===== src/core/drive_sup_pkg.sv =====
package drive_sup_pkg;

	// ****************************************************************
	// Register map (byte addresses on the bus)
	// ****************************************************************
	localparam logic [7:0] ADR_CTRL = 8'h00;
	localparam logic [7:0] ADR_TIME = 8'h04;
	localparam logic [7:0] ADR_STATUS = 8'h08;
	localparam logic [7:0] ADR_CMD = 8'h0c;

	// CTRL fields.
	localparam int CTRL_LIMIT_LSB = 0;
	localparam int CTRL_FAN_BIT = 4;
	localparam int CTRL_DIR_LSB = 5;
	localparam int CTRL_FORCE_ASSIGNED_BIT = 7;
	localparam int CTRL_CONTROL_LSB = 8;
	localparam int CTRL_MODE_VF_LSB = 11;
	localparam int CTRL_MODE_VEC_LSB = 13;
	localparam int CTRL_PLR_LSB = 15;
	// TIME fields, all in tenths of a second.
	localparam int TIME_INTERVAL_LSB = 0;
	localparam int TIME_DELAY1_LSB = 8;
	localparam int TIME_DELAY2_LSB = 16;
	// CMD fields.
	localparam int CMD_CLEAR_ALARM_BIT = 0;

	// Reset values.
	localparam logic [3:0] RST_RETRY_LIMIT = 4'h0;
	localparam logic RST_FAN_SELECT = 1'b0;
	localparam logic [1:0] RST_DIR_LOCK = 2'h0;
	localparam logic [2:0] RST_CONTROL = 3'h0;
	localparam logic [1:0] RST_MODE_VF = 2'h0;
	localparam logic [1:0] RST_MODE_VEC = 2'h2;
	localparam logic [2:0] RST_PLR_MODE = 3'h0;
	localparam logic [7:0] RST_INTERVAL = 8'h05;
	localparam logic [7:0] RST_DELAY1 = 8'h00;
	localparam logic [7:0] RST_DELAY2 = 8'h01;

	// Setting ranges.
	localparam logic [3:0] RETRY_LIMIT_MAX = 4'ha;
	localparam logic [7:0] INTERVAL_MIN = 8'h05;
	localparam logic [7:0] INTERVAL_MAX = 8'hc8;
	localparam logic [7:0] DELAY1_MAX = 8'h64;
	localparam logic [7:0] DELAY2_MIN = 8'h01;
	localparam logic [7:0] DELAY2_MAX = 8'h64;

	// Encodings.
	localparam logic [1:0] DIR_NO_REVERSE = 2'h1;
	localparam logic [1:0] DIR_NO_FORWARD = 2'h2;
	localparam logic [1:0] MODE_POWER_LOSS = 2'h1;
	localparam logic [1:0] MODE_BOTH = 2'h2;
	localparam logic [2:0] CONTROL_VF_MAX = 3'h2;
	localparam logic [2:0] CONTROL_VECTOR_SENSOR = 3'h5;
	localparam logic [2:0] PLR_SEARCH_MIN = 3'h3;
	localparam logic [2:0] PLR_SEARCH_MAX = 3'h5;
	localparam logic [3:0] CAUSE_RETRY_FIRST = 4'h1;
	localparam logic [3:0] CAUSE_RETRY_LAST = 4'h8;

	// ****************************************************************
	// Timing
	// ****************************************************************
	localparam longint CLK_PERIOD_PS = 10000;
	localparam longint TENTH_S_PS = 64'd100000000000;
	localparam int TICK_CYCLES_DEFAULT = int'(TENTH_S_PS / CLK_PERIOD_PS);
	localparam int TIMER_W = 13;
	localparam real SEARCH_LIMIT_S = 1.2;
	localparam real FAN_MIN_RUN_MIN = 10.0;
	localparam logic [12:0] SEARCH_LIMIT_TENTHS = 13'(int'(SEARCH_LIMIT_S * 10.0));
	localparam logic [12:0] FAN_MIN_TENTHS = 13'(int'(FAN_MIN_RUN_MIN * 600.0));

	typedef enum logic [1:0] {
		RT_NORMAL = 2'b00,
		RT_WAIT = 2'b01,
		RT_RESTART = 2'b11,
		RT_ALARM = 2'b10
	} retry_state_e;

	typedef enum logic [1:0] {
		ST_IDLE = 2'b00,
		ST_DELAY = 2'b01,
		ST_SEARCH = 2'b11,
		ST_RUN = 2'b10
	} start_state_e;

endpackage : drive_sup_pkg


===== src/core/tenth_timer_if.sv =====
`timescale 1ns/10ps
interface tenth_timer_if #(
	parameter int W = 13
);
	logic load;
	logic [W-1:0] value;
	logic done;

	modport owner (output load, output value, input done);
	modport timer (input load, input value, output done);
endinterface : tenth_timer_if


===== src/core/drive_supervisor.sv =====
// Behaviour
// - Qualifying trip with retry enabled: clear and restart alone, alarm stays low.
// - Trips beyond the retry limit raise the alarm and stop further retries.
// - Retry limit accepts 0 (off) or 1 to 10 attempts.
// - Wait the retry interval, 0.5 to 20.0 s, before the internal reset.
// - Only overcurrent, overvoltage, overheats, overloads qualify for retry.
// - Retry-in-progress output is high while retrying.
// - Fan control on: fan stops only when stopped and cool; runs at least 10 min.
// - Fan select 0 keeps fan running, 1 allows on/off control.
// - Fan-running output is high while the fan runs with fan select 1; with fan select 0 it stays low.
// - Direction lock: 0 none, 1 no reverse, 2 no forward.
// - Force low: mode 0 never, 1 power-loss restart only, 2 both; power-loss restarts search only with restart mode 3 to 5.
// - Force high: search on normal start, and on power-loss restart when restart mode is 3 to 5.
// - An unassigned force input reads as low.
// - V/f control uses the first mode, sensored vector control the second.
// - Search lasts at most 1.2 s, then acceleration starts.
// - Run-command start delays the search by the first delay.
// - Power-loss restart, coast-stop release or retry wait the second delay.
`timescale 1ns/10ps
module drive_supervisor #(
	parameter int TICK_CYCLES = drive_sup_pkg::TICK_CYCLES_DEFAULT
) (
	input wire logic mclk_i,
	input wire logic srst_i,
	input wire logic wb_cyc_i,
	input wire logic wb_stb_i,
	input wire logic wb_we_i,
	input wire logic [7:0] wb_adr_i,
	input wire logic [3:0] wb_sel_i,
	input wire logic [31:0] wb_dat_i,
	output logic [31:0] wb_dat_o,
	output logic wb_ack_o,
	input wire logic trip_i,
	input wire logic [3:0] trip_cause_i,
	input wire logic run_start_i,
	input wire logic power_restart_i,
	input wire logic stop_i,
	input wire logic search_done_i,
	input wire logic drive_running_i,
	input wire logic temp_low_i,
	input wire logic fwd_cmd_i,
	input wire logic rev_cmd_i,
	input wire logic coast_stop_in_i,
	input wire logic search_force_in_i,
	output logic alarm_out_o,
	output logic retry_active_out_o,
	output logic trip_reset_o,
	output logic fan_on_o,
	output logic fan_running_out_o,
	output logic fwd_run_o,
	output logic rev_run_o,
	output logic search_active_o,
	output logic accel_start_o
);
	// ****************************************************************
	// Settings and bus slave
	// ****************************************************************
	logic [3:0] retry_limit_setting;
	logic fan_control_select;
	logic [1:0] direction_lock_select;
	logic force_assigned;
	logic [2:0] drive_control_select;
	logic [1:0] search_mode_vf;
	logic [1:0] search_mode_vector;
	logic [2:0] power_loss_restart_mode;
	logic [7:0] retry_interval_setting;
	logic [7:0] search_delay_first;
	logic [7:0] search_delay_second;
	logic [31:0] ctrl_word;
	logic [31:0] time_word;
	logic [31:0] status_word;
	logic [31:0] ctrl_new;
	logic [31:0] time_new;
	logic bus_req;
	logic wr_take;
	logic clear_alarm;
	logic [3:0] retry_count;
	drive_sup_pkg::retry_state_e retry_state;
	drive_sup_pkg::start_state_e start_state;

	assign bus_req = wb_cyc_i && wb_stb_i && !wb_ack_o;
	assign wr_take = bus_req && wb_we_i;
	assign clear_alarm = wr_take && wb_adr_i == drive_sup_pkg::ADR_CMD && wb_sel_i[0]
		&& wb_dat_i[drive_sup_pkg::CMD_CLEAR_ALARM_BIT];

	assign ctrl_word = {14'h0000, power_loss_restart_mode, search_mode_vector, search_mode_vf,
		drive_control_select, force_assigned, direction_lock_select, fan_control_select,
		retry_limit_setting};
	assign time_word = {8'h00, search_delay_second, search_delay_first, retry_interval_setting};
	assign status_word = {20'h00000, retry_count, retry_state, start_state, fan_on_o, search_active_o,
		retry_active_out_o, alarm_out_o};

	always_comb begin
		for (int b = 0; b < 4; b++) begin
			ctrl_new[8*b +: 8] = wb_sel_i[b] ? wb_dat_i[8*b +: 8] : ctrl_word[8*b +: 8];
			time_new[8*b +: 8] = wb_sel_i[b] ? wb_dat_i[8*b +: 8] : time_word[8*b +: 8];
		end
	end

	always_ff @(posedge mclk_i) begin
		if (srst_i) begin
			wb_ack_o <= 1'b0;
			wb_dat_o <= 32'h00000000;
		end else begin
			wb_ack_o <= bus_req;
			unique case (wb_adr_i)
				drive_sup_pkg::ADR_CTRL: wb_dat_o <= ctrl_word;
				drive_sup_pkg::ADR_TIME: wb_dat_o <= time_word;
				drive_sup_pkg::ADR_STATUS: wb_dat_o <= status_word;
				default: wb_dat_o <= 32'h00000000;
			endcase
		end
	end

	// Out-of-range retry limit and TIME writes are clamped; the other CTRL fields are stored as written.
	always_ff @(posedge mclk_i) begin
		if (srst_i) begin
			retry_limit_setting <= drive_sup_pkg::RST_RETRY_LIMIT;
			fan_control_select <= drive_sup_pkg::RST_FAN_SELECT;
			direction_lock_select <= drive_sup_pkg::RST_DIR_LOCK;
			force_assigned <= 1'b0;
			drive_control_select <= drive_sup_pkg::RST_CONTROL;
			search_mode_vf <= drive_sup_pkg::RST_MODE_VF;
			search_mode_vector <= drive_sup_pkg::RST_MODE_VEC;
			power_loss_restart_mode <= drive_sup_pkg::RST_PLR_MODE;
		end else if (wr_take && wb_adr_i == drive_sup_pkg::ADR_CTRL) begin
			retry_limit_setting <= (ctrl_new[drive_sup_pkg::CTRL_LIMIT_LSB +: 4] > drive_sup_pkg::RETRY_LIMIT_MAX)
				? drive_sup_pkg::RETRY_LIMIT_MAX : ctrl_new[drive_sup_pkg::CTRL_LIMIT_LSB +: 4];
			fan_control_select <= ctrl_new[drive_sup_pkg::CTRL_FAN_BIT];
			direction_lock_select <= ctrl_new[drive_sup_pkg::CTRL_DIR_LSB +: 2];
			force_assigned <= ctrl_new[drive_sup_pkg::CTRL_FORCE_ASSIGNED_BIT];
			drive_control_select <= ctrl_new[drive_sup_pkg::CTRL_CONTROL_LSB +: 3];
			search_mode_vf <= ctrl_new[drive_sup_pkg::CTRL_MODE_VF_LSB +: 2];
			search_mode_vector <= ctrl_new[drive_sup_pkg::CTRL_MODE_VEC_LSB +: 2];
			power_loss_restart_mode <= ctrl_new[drive_sup_pkg::CTRL_PLR_LSB +: 3];
		end
	end

	always_ff @(posedge mclk_i) begin
		if (srst_i) begin
			retry_interval_setting <= drive_sup_pkg::RST_INTERVAL;
			search_delay_first <= drive_sup_pkg::RST_DELAY1;
			search_delay_second <= drive_sup_pkg::RST_DELAY2;
		end else if (wr_take && wb_adr_i == drive_sup_pkg::ADR_TIME) begin
			if (time_new[drive_sup_pkg::TIME_INTERVAL_LSB +: 8] < drive_sup_pkg::INTERVAL_MIN) begin
				retry_interval_setting <= drive_sup_pkg::INTERVAL_MIN;
			end else if (time_new[drive_sup_pkg::TIME_INTERVAL_LSB +: 8] > drive_sup_pkg::INTERVAL_MAX) begin
				retry_interval_setting <= drive_sup_pkg::INTERVAL_MAX;
			end else begin
				retry_interval_setting <= time_new[drive_sup_pkg::TIME_INTERVAL_LSB +: 8];
			end
			search_delay_first <= (time_new[drive_sup_pkg::TIME_DELAY1_LSB +: 8] > drive_sup_pkg::DELAY1_MAX)
				? drive_sup_pkg::DELAY1_MAX : time_new[drive_sup_pkg::TIME_DELAY1_LSB +: 8];
			if (time_new[drive_sup_pkg::TIME_DELAY2_LSB +: 8] < drive_sup_pkg::DELAY2_MIN) begin
				search_delay_second <= drive_sup_pkg::DELAY2_MIN;
			end else if (time_new[drive_sup_pkg::TIME_DELAY2_LSB +: 8] > drive_sup_pkg::DELAY2_MAX) begin
				search_delay_second <= drive_sup_pkg::DELAY2_MAX;
			end else begin
				search_delay_second <= time_new[drive_sup_pkg::TIME_DELAY2_LSB +: 8];
			end
		end
	end

	// ****************************************************************
	// Time base and pin synchronisers
	// ****************************************************************
	logic [31:0] prescale;
	logic tick;
	logic [1:0] coast_sync;
	logic [1:0] force_sync;
	logic coast_prev;

	always_ff @(posedge mclk_i) begin
		if (srst_i) begin
			prescale <= 32'h00000000;
			tick <= 1'b0;
		end else if (prescale == 32'(TICK_CYCLES - 1)) begin
			prescale <= 32'h00000000;
			tick <= 1'b1;
		end else begin
			prescale <= prescale + 32'h00000001;
			tick <= 1'b0;
		end
	end

	always_ff @(posedge mclk_i) begin
		if (srst_i) begin
			coast_sync <= 2'b00;
			force_sync <= 2'b00;
			coast_prev <= 1'b0;
		end else begin
			coast_sync <= {coast_sync[0], coast_stop_in_i};
			force_sync <= {force_sync[0], search_force_in_i};
			coast_prev <= coast_sync[1];
		end
	end

	tenth_timer_if #(.W(drive_sup_pkg::TIMER_W)) retry_tmr ();
	tenth_timer_if #(.W(drive_sup_pkg::TIMER_W)) seq_tmr ();
	tenth_timer_if #(.W(drive_sup_pkg::TIMER_W)) fan_tmr ();

	tenth_timer #(.W(drive_sup_pkg::TIMER_W)) u_retry_tmr (.mclk_i(mclk_i), .srst_i(srst_i), .tick_i(tick), .t(retry_tmr));
	tenth_timer #(.W(drive_sup_pkg::TIMER_W)) u_seq_tmr (.mclk_i(mclk_i), .srst_i(srst_i), .tick_i(tick), .t(seq_tmr));
	tenth_timer #(.W(drive_sup_pkg::TIMER_W)) u_fan_tmr (.mclk_i(mclk_i), .srst_i(srst_i), .tick_i(tick), .t(fan_tmr));

	// ****************************************************************
	// Automatic retry after a trip
	// ****************************************************************
	logic qualifies;
	logic may_retry;
	logic trip_seen;

	assign qualifies = trip_cause_i >= drive_sup_pkg::CAUSE_RETRY_FIRST
		&& trip_cause_i <= drive_sup_pkg::CAUSE_RETRY_LAST;
	assign may_retry = qualifies && retry_limit_setting != 4'h0 && retry_count < retry_limit_setting;
	assign trip_seen = trip_i && (retry_state == drive_sup_pkg::RT_NORMAL || retry_state == drive_sup_pkg::RT_RESTART);
	assign retry_tmr.load = trip_seen && may_retry;
	assign retry_tmr.value = drive_sup_pkg::TIMER_W'(retry_interval_setting);

	always_ff @(posedge mclk_i) begin
		if (srst_i) begin
			retry_state <= drive_sup_pkg::RT_NORMAL;
			retry_count <= 4'h0;
			trip_reset_o <= 1'b0;
		end else begin
			trip_reset_o <= 1'b0;
			unique case (retry_state)
				drive_sup_pkg::RT_NORMAL, drive_sup_pkg::RT_RESTART: begin
					if (trip_seen && may_retry) begin
						retry_state <= drive_sup_pkg::RT_WAIT;
						retry_count <= retry_count + 4'h1;
					end else if (trip_seen) begin
						retry_state <= drive_sup_pkg::RT_ALARM;
					end else if (retry_state == drive_sup_pkg::RT_RESTART && drive_running_i) begin
						retry_state <= drive_sup_pkg::RT_NORMAL;
						retry_count <= 4'h0;
					end
				end
				drive_sup_pkg::RT_WAIT: begin
					if (retry_tmr.done) begin
						trip_reset_o <= 1'b1;
						retry_state <= drive_sup_pkg::RT_RESTART;
					end
				end
				drive_sup_pkg::RT_ALARM: begin
					if (clear_alarm) begin
						retry_state <= drive_sup_pkg::RT_NORMAL;
						retry_count <= 4'h0;
					end
				end
			endcase
		end
	end

	// Retry is "in progress" from the trip until normal running resumes.
	always_ff @(posedge mclk_i) begin
		if (srst_i) begin
			alarm_out_o <= 1'b0;
			retry_active_out_o <= 1'b0;
		end else begin
			alarm_out_o <= retry_state == drive_sup_pkg::RT_ALARM;
			retry_active_out_o <= retry_state == drive_sup_pkg::RT_WAIT
				|| retry_state == drive_sup_pkg::RT_RESTART;
		end
	end

	// ****************************************************************
	// Start sequencing and speed search
	// ****************************************************************
	logic force_level;
	logic [1:0] mode_now;
	logic search_on_restart;
	logic search_on_start;
	logic second_req;
	logic first_req;
	logic search_pending;

	assign force_level = force_assigned && force_sync[1];
	assign mode_now = (drive_control_select == drive_sup_pkg::CONTROL_VECTOR_SENSOR)
		? search_mode_vector : search_mode_vf;
	assign search_on_restart = force_level || mode_now == drive_sup_pkg::MODE_POWER_LOSS
		|| mode_now == drive_sup_pkg::MODE_BOTH;
	assign search_on_start = force_level || mode_now == drive_sup_pkg::MODE_BOTH;
	assign second_req = power_restart_i || (coast_prev && !coast_sync[1]) || trip_reset_o;
	assign first_req = run_start_i && !second_req;
	assign seq_tmr.load = (start_state == drive_sup_pkg::ST_IDLE && (first_req || second_req))
		|| (start_state == drive_sup_pkg::ST_DELAY && seq_tmr.done && search_pending);
	assign seq_tmr.value = (start_state == drive_sup_pkg::ST_DELAY) ? drive_sup_pkg::SEARCH_LIMIT_TENTHS
		: second_req ? drive_sup_pkg::TIMER_W'(search_delay_second)
		: search_on_start ? drive_sup_pkg::TIMER_W'(search_delay_first) : drive_sup_pkg::TIMER_W'(0);

	always_ff @(posedge mclk_i) begin
		if (srst_i) begin
			start_state <= drive_sup_pkg::ST_IDLE;
			search_pending <= 1'b0;
			search_active_o <= 1'b0;
			accel_start_o <= 1'b0;
		end else begin
			accel_start_o <= 1'b0;
			if (trip_i || stop_i) begin
				start_state <= drive_sup_pkg::ST_IDLE;
				search_active_o <= 1'b0;
			end else begin
				unique case (start_state)
					drive_sup_pkg::ST_IDLE: begin
						if (second_req) begin
							start_state <= drive_sup_pkg::ST_DELAY;
							search_pending <= power_restart_i
								? (search_on_restart && power_loss_restart_mode >= drive_sup_pkg::PLR_SEARCH_MIN
								&& power_loss_restart_mode <= drive_sup_pkg::PLR_SEARCH_MAX)
								: search_on_start;
						end else if (first_req) begin
							start_state <= drive_sup_pkg::ST_DELAY;
							search_pending <= search_on_start;
						end
					end
					drive_sup_pkg::ST_DELAY: begin
						if (seq_tmr.done && search_pending) begin
							start_state <= drive_sup_pkg::ST_SEARCH;
							search_active_o <= 1'b1;
						end else if (seq_tmr.done) begin
							start_state <= drive_sup_pkg::ST_RUN;
							accel_start_o <= 1'b1;
						end
					end
					drive_sup_pkg::ST_SEARCH: begin
						if (search_done_i || seq_tmr.done) begin
							start_state <= drive_sup_pkg::ST_RUN;
							search_active_o <= 1'b0;
							accel_start_o <= 1'b1;
						end
					end
					drive_sup_pkg::ST_RUN: begin
						start_state <= drive_sup_pkg::ST_RUN;
					end
				endcase
			end
		end
	end

	// ****************************************************************
	// Direction lock
	// ****************************************************************
	always_ff @(posedge mclk_i) begin
		if (srst_i) begin
			fwd_run_o <= 1'b0;
			rev_run_o <= 1'b0;
		end else begin
			fwd_run_o <= fwd_cmd_i && direction_lock_select != drive_sup_pkg::DIR_NO_FORWARD;
			rev_run_o <= rev_cmd_i && direction_lock_select != drive_sup_pkg::DIR_NO_REVERSE;
		end
	end

	// ****************************************************************
	// Cooling fan
	// ****************************************************************
	// The minimum run time protects the fan from wear caused by rapid cycling.
	logic fan_want;

	assign fan_want = !fan_control_select || drive_running_i || !temp_low_i;
	assign fan_tmr.load = fan_want && !fan_on_o;
	assign fan_tmr.value = drive_sup_pkg::FAN_MIN_TENTHS;

	always_ff @(posedge mclk_i) begin
		if (srst_i) begin
			fan_on_o <= 1'b0;
			fan_running_out_o <= 1'b0;
		end else begin
			if (fan_want) begin
				fan_on_o <= 1'b1;
			end else if (fan_tmr.done) begin
				fan_on_o <= 1'b0;
			end
			fan_running_out_o <= fan_control_select && (fan_want || (fan_on_o && !fan_tmr.done));
		end
	end
endmodule : drive_supervisor


===== src/core/tenth_timer.sv =====
`timescale 1ns/10ps
module tenth_timer #(
	parameter int W = 13
) (
	input wire logic mclk_i,
	input wire logic srst_i,
	input wire logic tick_i,
	tenth_timer_if.timer t
);
	logic [W-1:0] count;

	always_ff @(posedge mclk_i) begin
		if (srst_i) begin
			count <= '0;
		end else if (t.load) begin
			count <= t.value;
		end else if (tick_i && count != '0) begin
			count <= count - W'(1);
		end
	end

	assign t.done = (count == '0);
endmodule : tenth_timer


===== config.mk =====
export PLATFORM = sky130hd
export DESIGN_NAME = drive_supervisor
export DESIGN_NICKNAME = d
export VERILOG_FILES = /design/src/core/drive_sup_pkg.sv /design/src/core/tenth_timer_if.sv /design/src/core/drive_supervisor.sv /design/src/core/tenth_timer.sv
export SDC_FILE = /design/constraint.sdc
export NUM_CORES = 1
export LEC_CHECK = 0
export ABC_AREA = 1
export ABC_CLOCK_PERIOD_IN_PS = 1720
export BUFFER_PORTS_ARGS = -buffer_cell sky130_fd_sc_hd__clkbuf_2
export CAP_MARGIN = 20
export CORE_UTILIZATION = 53
export DETAILED_ROUTE_END_ITERATION = 10
export GPL_TIMING_DRIVEN = 0
export PLACE_DENSITY = 0.83
export SKIP_LAST_GASP = 1
export SLEW_MARGIN = 20
export SYNTH_ARGS = -nofsm -noshare
export SYNTH_HDL_FRONTEND = slang
export SYNTH_SLANG_ARGS = --single-unit

===== constraint.sdc =====
create_clock -name mclk_i -period 1.72 [get_ports mclk_i]
set_input_delay 0.086 -clock mclk_i [delete_from_list [all_inputs] [get_ports mclk_i]]
set_output_delay 0.086 -clock mclk_i [all_outputs]
set_load 0.05 [all_outputs]

==> flow_metrics.env <==
export IMPL_status="finished, violations left"
export IMPL_failed_checks="negative setup slack"
export IMPL_synthDominantCellAreaShare_pct=38.8
export IMPL_die_h_um=128
export IMPL_crit_required_ns=2.07
export IMPL_rsz0062_at_grt="yes"
export IMPL_avgSynthCellArea_um2=6.71
export IMPL_multi_input_area_um2=4690
export IMPL_io_buffers=87
export IMPL_reg2reg_depth=8
export IMPL_crit_path_max_fanout=7
export IMPL_dp_cells=1551
export IMPL_ys_ff_latch=162
export IMPL_slew_violations=0
export IMPL_critPathLaunchType="flop"
export IMPL_synthAdderAreaFrac_pct=1.94
export IMPL_place_detailed_hpwl_mm=17.4
export IMPL_overflow=0
export IMPL_initial_core_util_pct=54.6
export IMPL_synth_area_leaders="dfxtp_1 39%, nand2_1 14%, inv_1 6.9%"
export IMPL_finalHoldViolCount=0
export IMPL_fin_skew_ns=0.00710
export IMPL_clock_path_buffers=2
export IMPL_antenna_found_initial=0
export IMPL_critPathKind="flop to flop"
export IMPL_clock_root_buffer="clkbuf_16"
export IMPL_synth_area_um2=8360
export IMPL_netlist_instances=1246
export IMPL_worstPathArrival_ns=2.11
export IMPL_ir_worst_vdd_v=0.000694
export IMPL_regArea_um2=3270
export IMPL_htree_levels=4
export IMPL_cts_sinks=162
export IMPL_finalNonFillerCells=1634
export IMPL_fill_cells=1255
export IMPL_yosys_area_top_type="dfxtp_1"
export IMPL_synth_simple_gate_area_share_pct=33.4
export IMPL_place_gp_congestion=0.946
export IMPL_fin_setup_tns_ns=-0.127
export IMPL_fin_crit_sh_pct=102
export IMPL_pwr_share_clk_pct=42.3
export IMPL_grt_pass1_vias=8232
export IMPL_nets=1487
export IMPL_clk_pin_slew_worst_paths_ns=0.06
export IMPL_drt_initial_drc_count=898
export IMPL_reg2reg_setup_slack_ns=-0.03
export IMPL_cts_inserted_buffers=17
export IMPL_synth_area_mux_share_pct=0
export IMPL_yosysWarnings=0
export IMPL_area_growth_pct=26.2
export IMPL_dieWidth_um=128
export IMPL_final_antenna_net_count=0
export IMPL_synth_xor_area_share_pct=3.04
export IMPL_firstDrtPassIters=5
export IMPL_grt_max_degree=17
export IMPL_setup_violations=8
export IMPL_synth_cell_types=42
export IMPL_grt_usage_pct=31.2
export IMPL_drc_errors=0
export IMPL_fmax_mhz=570
export IMPL_cts_tree="done"
export IMPL_p_int_mw=6.75
export IMPL_yosysSeqAreaShare_pct=38.8
export IMPL_core_area_um2=15300
export IMPL_tightest_slew_ns=0.853
export IMPL_max_cap_violations=0
export IMPL_synth_compound_area_share_pct=13.2
export IMPL_clkLatencyLatePin_ns=0.43
export IMPL_min_to="search_mode_vector[0]"
export IMPL_p_seq_share_pct=42.2
export IMPL_regToRegEndpoint="u_retry_tmr.count[7]"
export IMPL_ios=106
export IMPL_r2r_start="retry_count[3]"
export IMPL_antenna_cells=0
export IMPL_grt_pass1_wl_mm=39.6
export IMPL_p_leak_nw=4.46
export IMPL_synth_top_family_by_area="simple AND/OR/NAND/NOR gates"
export IMPL_p_sw_share_pct=27.4
export IMPL_routed_via_density=5.53
export IMPL_drive_above_1_share_pct=21.3
export IMPL_row_count=45
export IMPL_switchingPower_mw=2.54
export IMPL_hold_path_class="primary input to flop"
export IMPL_min_from="wb_dat_i[13]"
export IMPL_layout_setup_ws_ns=-0.0331
export IMPL_wl_per_cell_um=15.6
export IMPL_routed_wl_mm=25.5
export IMPL_powerDensity_nw_per_um2=880
export IMPL_die_area_um2=16300
export IMPL_end_kind="flop"
export IMPL_worstHoldPathCells=3
export IMPL_max_slew_margin_pct=42.8
export IMPL_power_frac_comb_pct=15.4
export IMPL_vias=9030
export IMPL_period_minus_slack_ns=1.75
==> power groups by stage <==
stage / clock network (mW) / registers, mW / logic, mW
final: 3.93 / 3.92 / 1.44
after floorplan: 0 / 4.05 / 0.706
after CTS: 3.94 / 3.91 / 1.23
after global placement: 0 / 3.99 / 1.05
after detailed placement: 0 / 4.00 / 1.07
after global routing: 4.10 / 3.93 / 1.57
==> cells by family after synthesis <==
| family | Yosys count |
|---|---|
| AOI/OAI and AO/OA | 197 |
| xor gates and xnor gates | 29 |
| adders and majority gates | 13 |
| buffers and inverters | 198 |
| DFF | 162 |
| other | 1 |
| and+or+nand+nor | 646 |
==> metrics by stage <==
stage               setup WS (ns)  hold WS, ns  utilization (%)  area, µm²  power (mW)
global placement           -0.447        0.308             59.4       9100        5.04
CTS                       -0.0402      0.00774             66.0      10100        9.09
detailed placement         -0.384        0.311             59.4       9100        5.06
floorplan                  0.0268        0.193                -       8400        4.76
finish                    -0.0331       0.0200             68.9      10600        9.29
global route               -0.106       0.0303             68.9      10600        9.59
==> registers in the layout, indices dropped and copies added, names as in the netlist, 3 cells and up <==
name,count
search_delay_second,8
u_fan_tmr.count,13
wb_dat_o,24
power_loss_restart_mode,3
retry_limit_setting,4
search_delay_first,8
u_seq_tmr.count,13
retry_interval_setting,8
u_retry_tmr.count,13
prescale,32
drive_control_select,3
retry_count,4
==> synthesized netlist by cell type (all sizes together) <==
library cell	instances
a211oi	7
a21boi	2
a21oi	94
a22oi	1
a31oi	10
and3	1
buf	26
clkbuf	12
clkinv	2
conb	1
dfxtp	162
ha	13
inv	158
nand2	320
nand3	84
nand3b	2
nand4	20
nor2	157
nor3	41
nor3b	2
nor4	4
o211ai	8
o21a	3
o21ai	64
o221ai	6
o2bb2ai	1
o31ai	1
or2	15
xnor2	10
xor2	19
==> worst max-delay path, cell delays in order (launching register included) <==
cell and delay (ns):
dfxtp_2 0.40, ha_4 0.23, a21oi_2 0.14, inv_1 0.07, a21oi_2 0.18, nand3_4 0.20, inv_4 0.16, nand2_1 0.09
a31oi_1 0.19
==> per-layer routing <==
layer / wire length, µm / up-vias / share of wire (%) / track usage (%)
met2: 11800 / 509 / 46 / 51.0
met1: 10600 / 4091 / 41 / 40.3
met3: 2320 / 86 / 9.1 / 5.90
met4: 839 / 0 / 3.3 / 13.2
met5: 0 / - / 0 / 0
li1: - / 4344 / - / -
==> worst max-delay path by stage <==
stage,start,end,slack (ns),depth (start not counted)
floorplan,retry_limit_setting[3],u_retry_tmr.count[0],0.03,9
global placement,srst_i,u_retry_tmr.count[1],-0.45,6
detailed placement,srst_i,u_retry_tmr.count[1],-0.38,6
CTS,u_retry_tmr.count[0],u_retry_tmr.count[10],-0.04,10
global route,retry_count[3],u_retry_tmr.count[7],-0.11,8
finish,retry_count[3],u_retry_tmr.count[7],-0.03,8
==> placed cells by master (no fill, tap or decap), types with 33 or more instances in the layout <==
cell,n
nand2_1,300
nor3_1,33
inv_1,140
nor2_1,137
clkbuf_2,89
dfxtp_1,145
buf_4,38
o21ai_0,55
nand3_1,75
a21oi_1,87
==> what timing repair did <==
action	4_1_cts	5_1_grt
buffers inserted	13	16
endpoints found under the hold margin	19	0
pin swaps	7	23
gates resized for setup	39	104
endpoints found under the setup margin	76	93
hold buffers	18	0
gates cloned	2	2
==> final cells by class <==
| cell class | instances | area share (%) |
|---|---|---|
| Clock buffer | 24 | 4.56 |
| Multi-Input combinational cell | 895 | 44.4 |
| Sequential cell | 162 | 31.0 |
| Inverter | 160 | 5.84 |
| Timing Repair Buffer | 136 | 8.11 |
| Buffer | 38 | 2.34 |
| Tap cell | 211 | 2.50 |
| Clock inverter | 8 | 1.20 |
(Power assumes the default switching activity.)
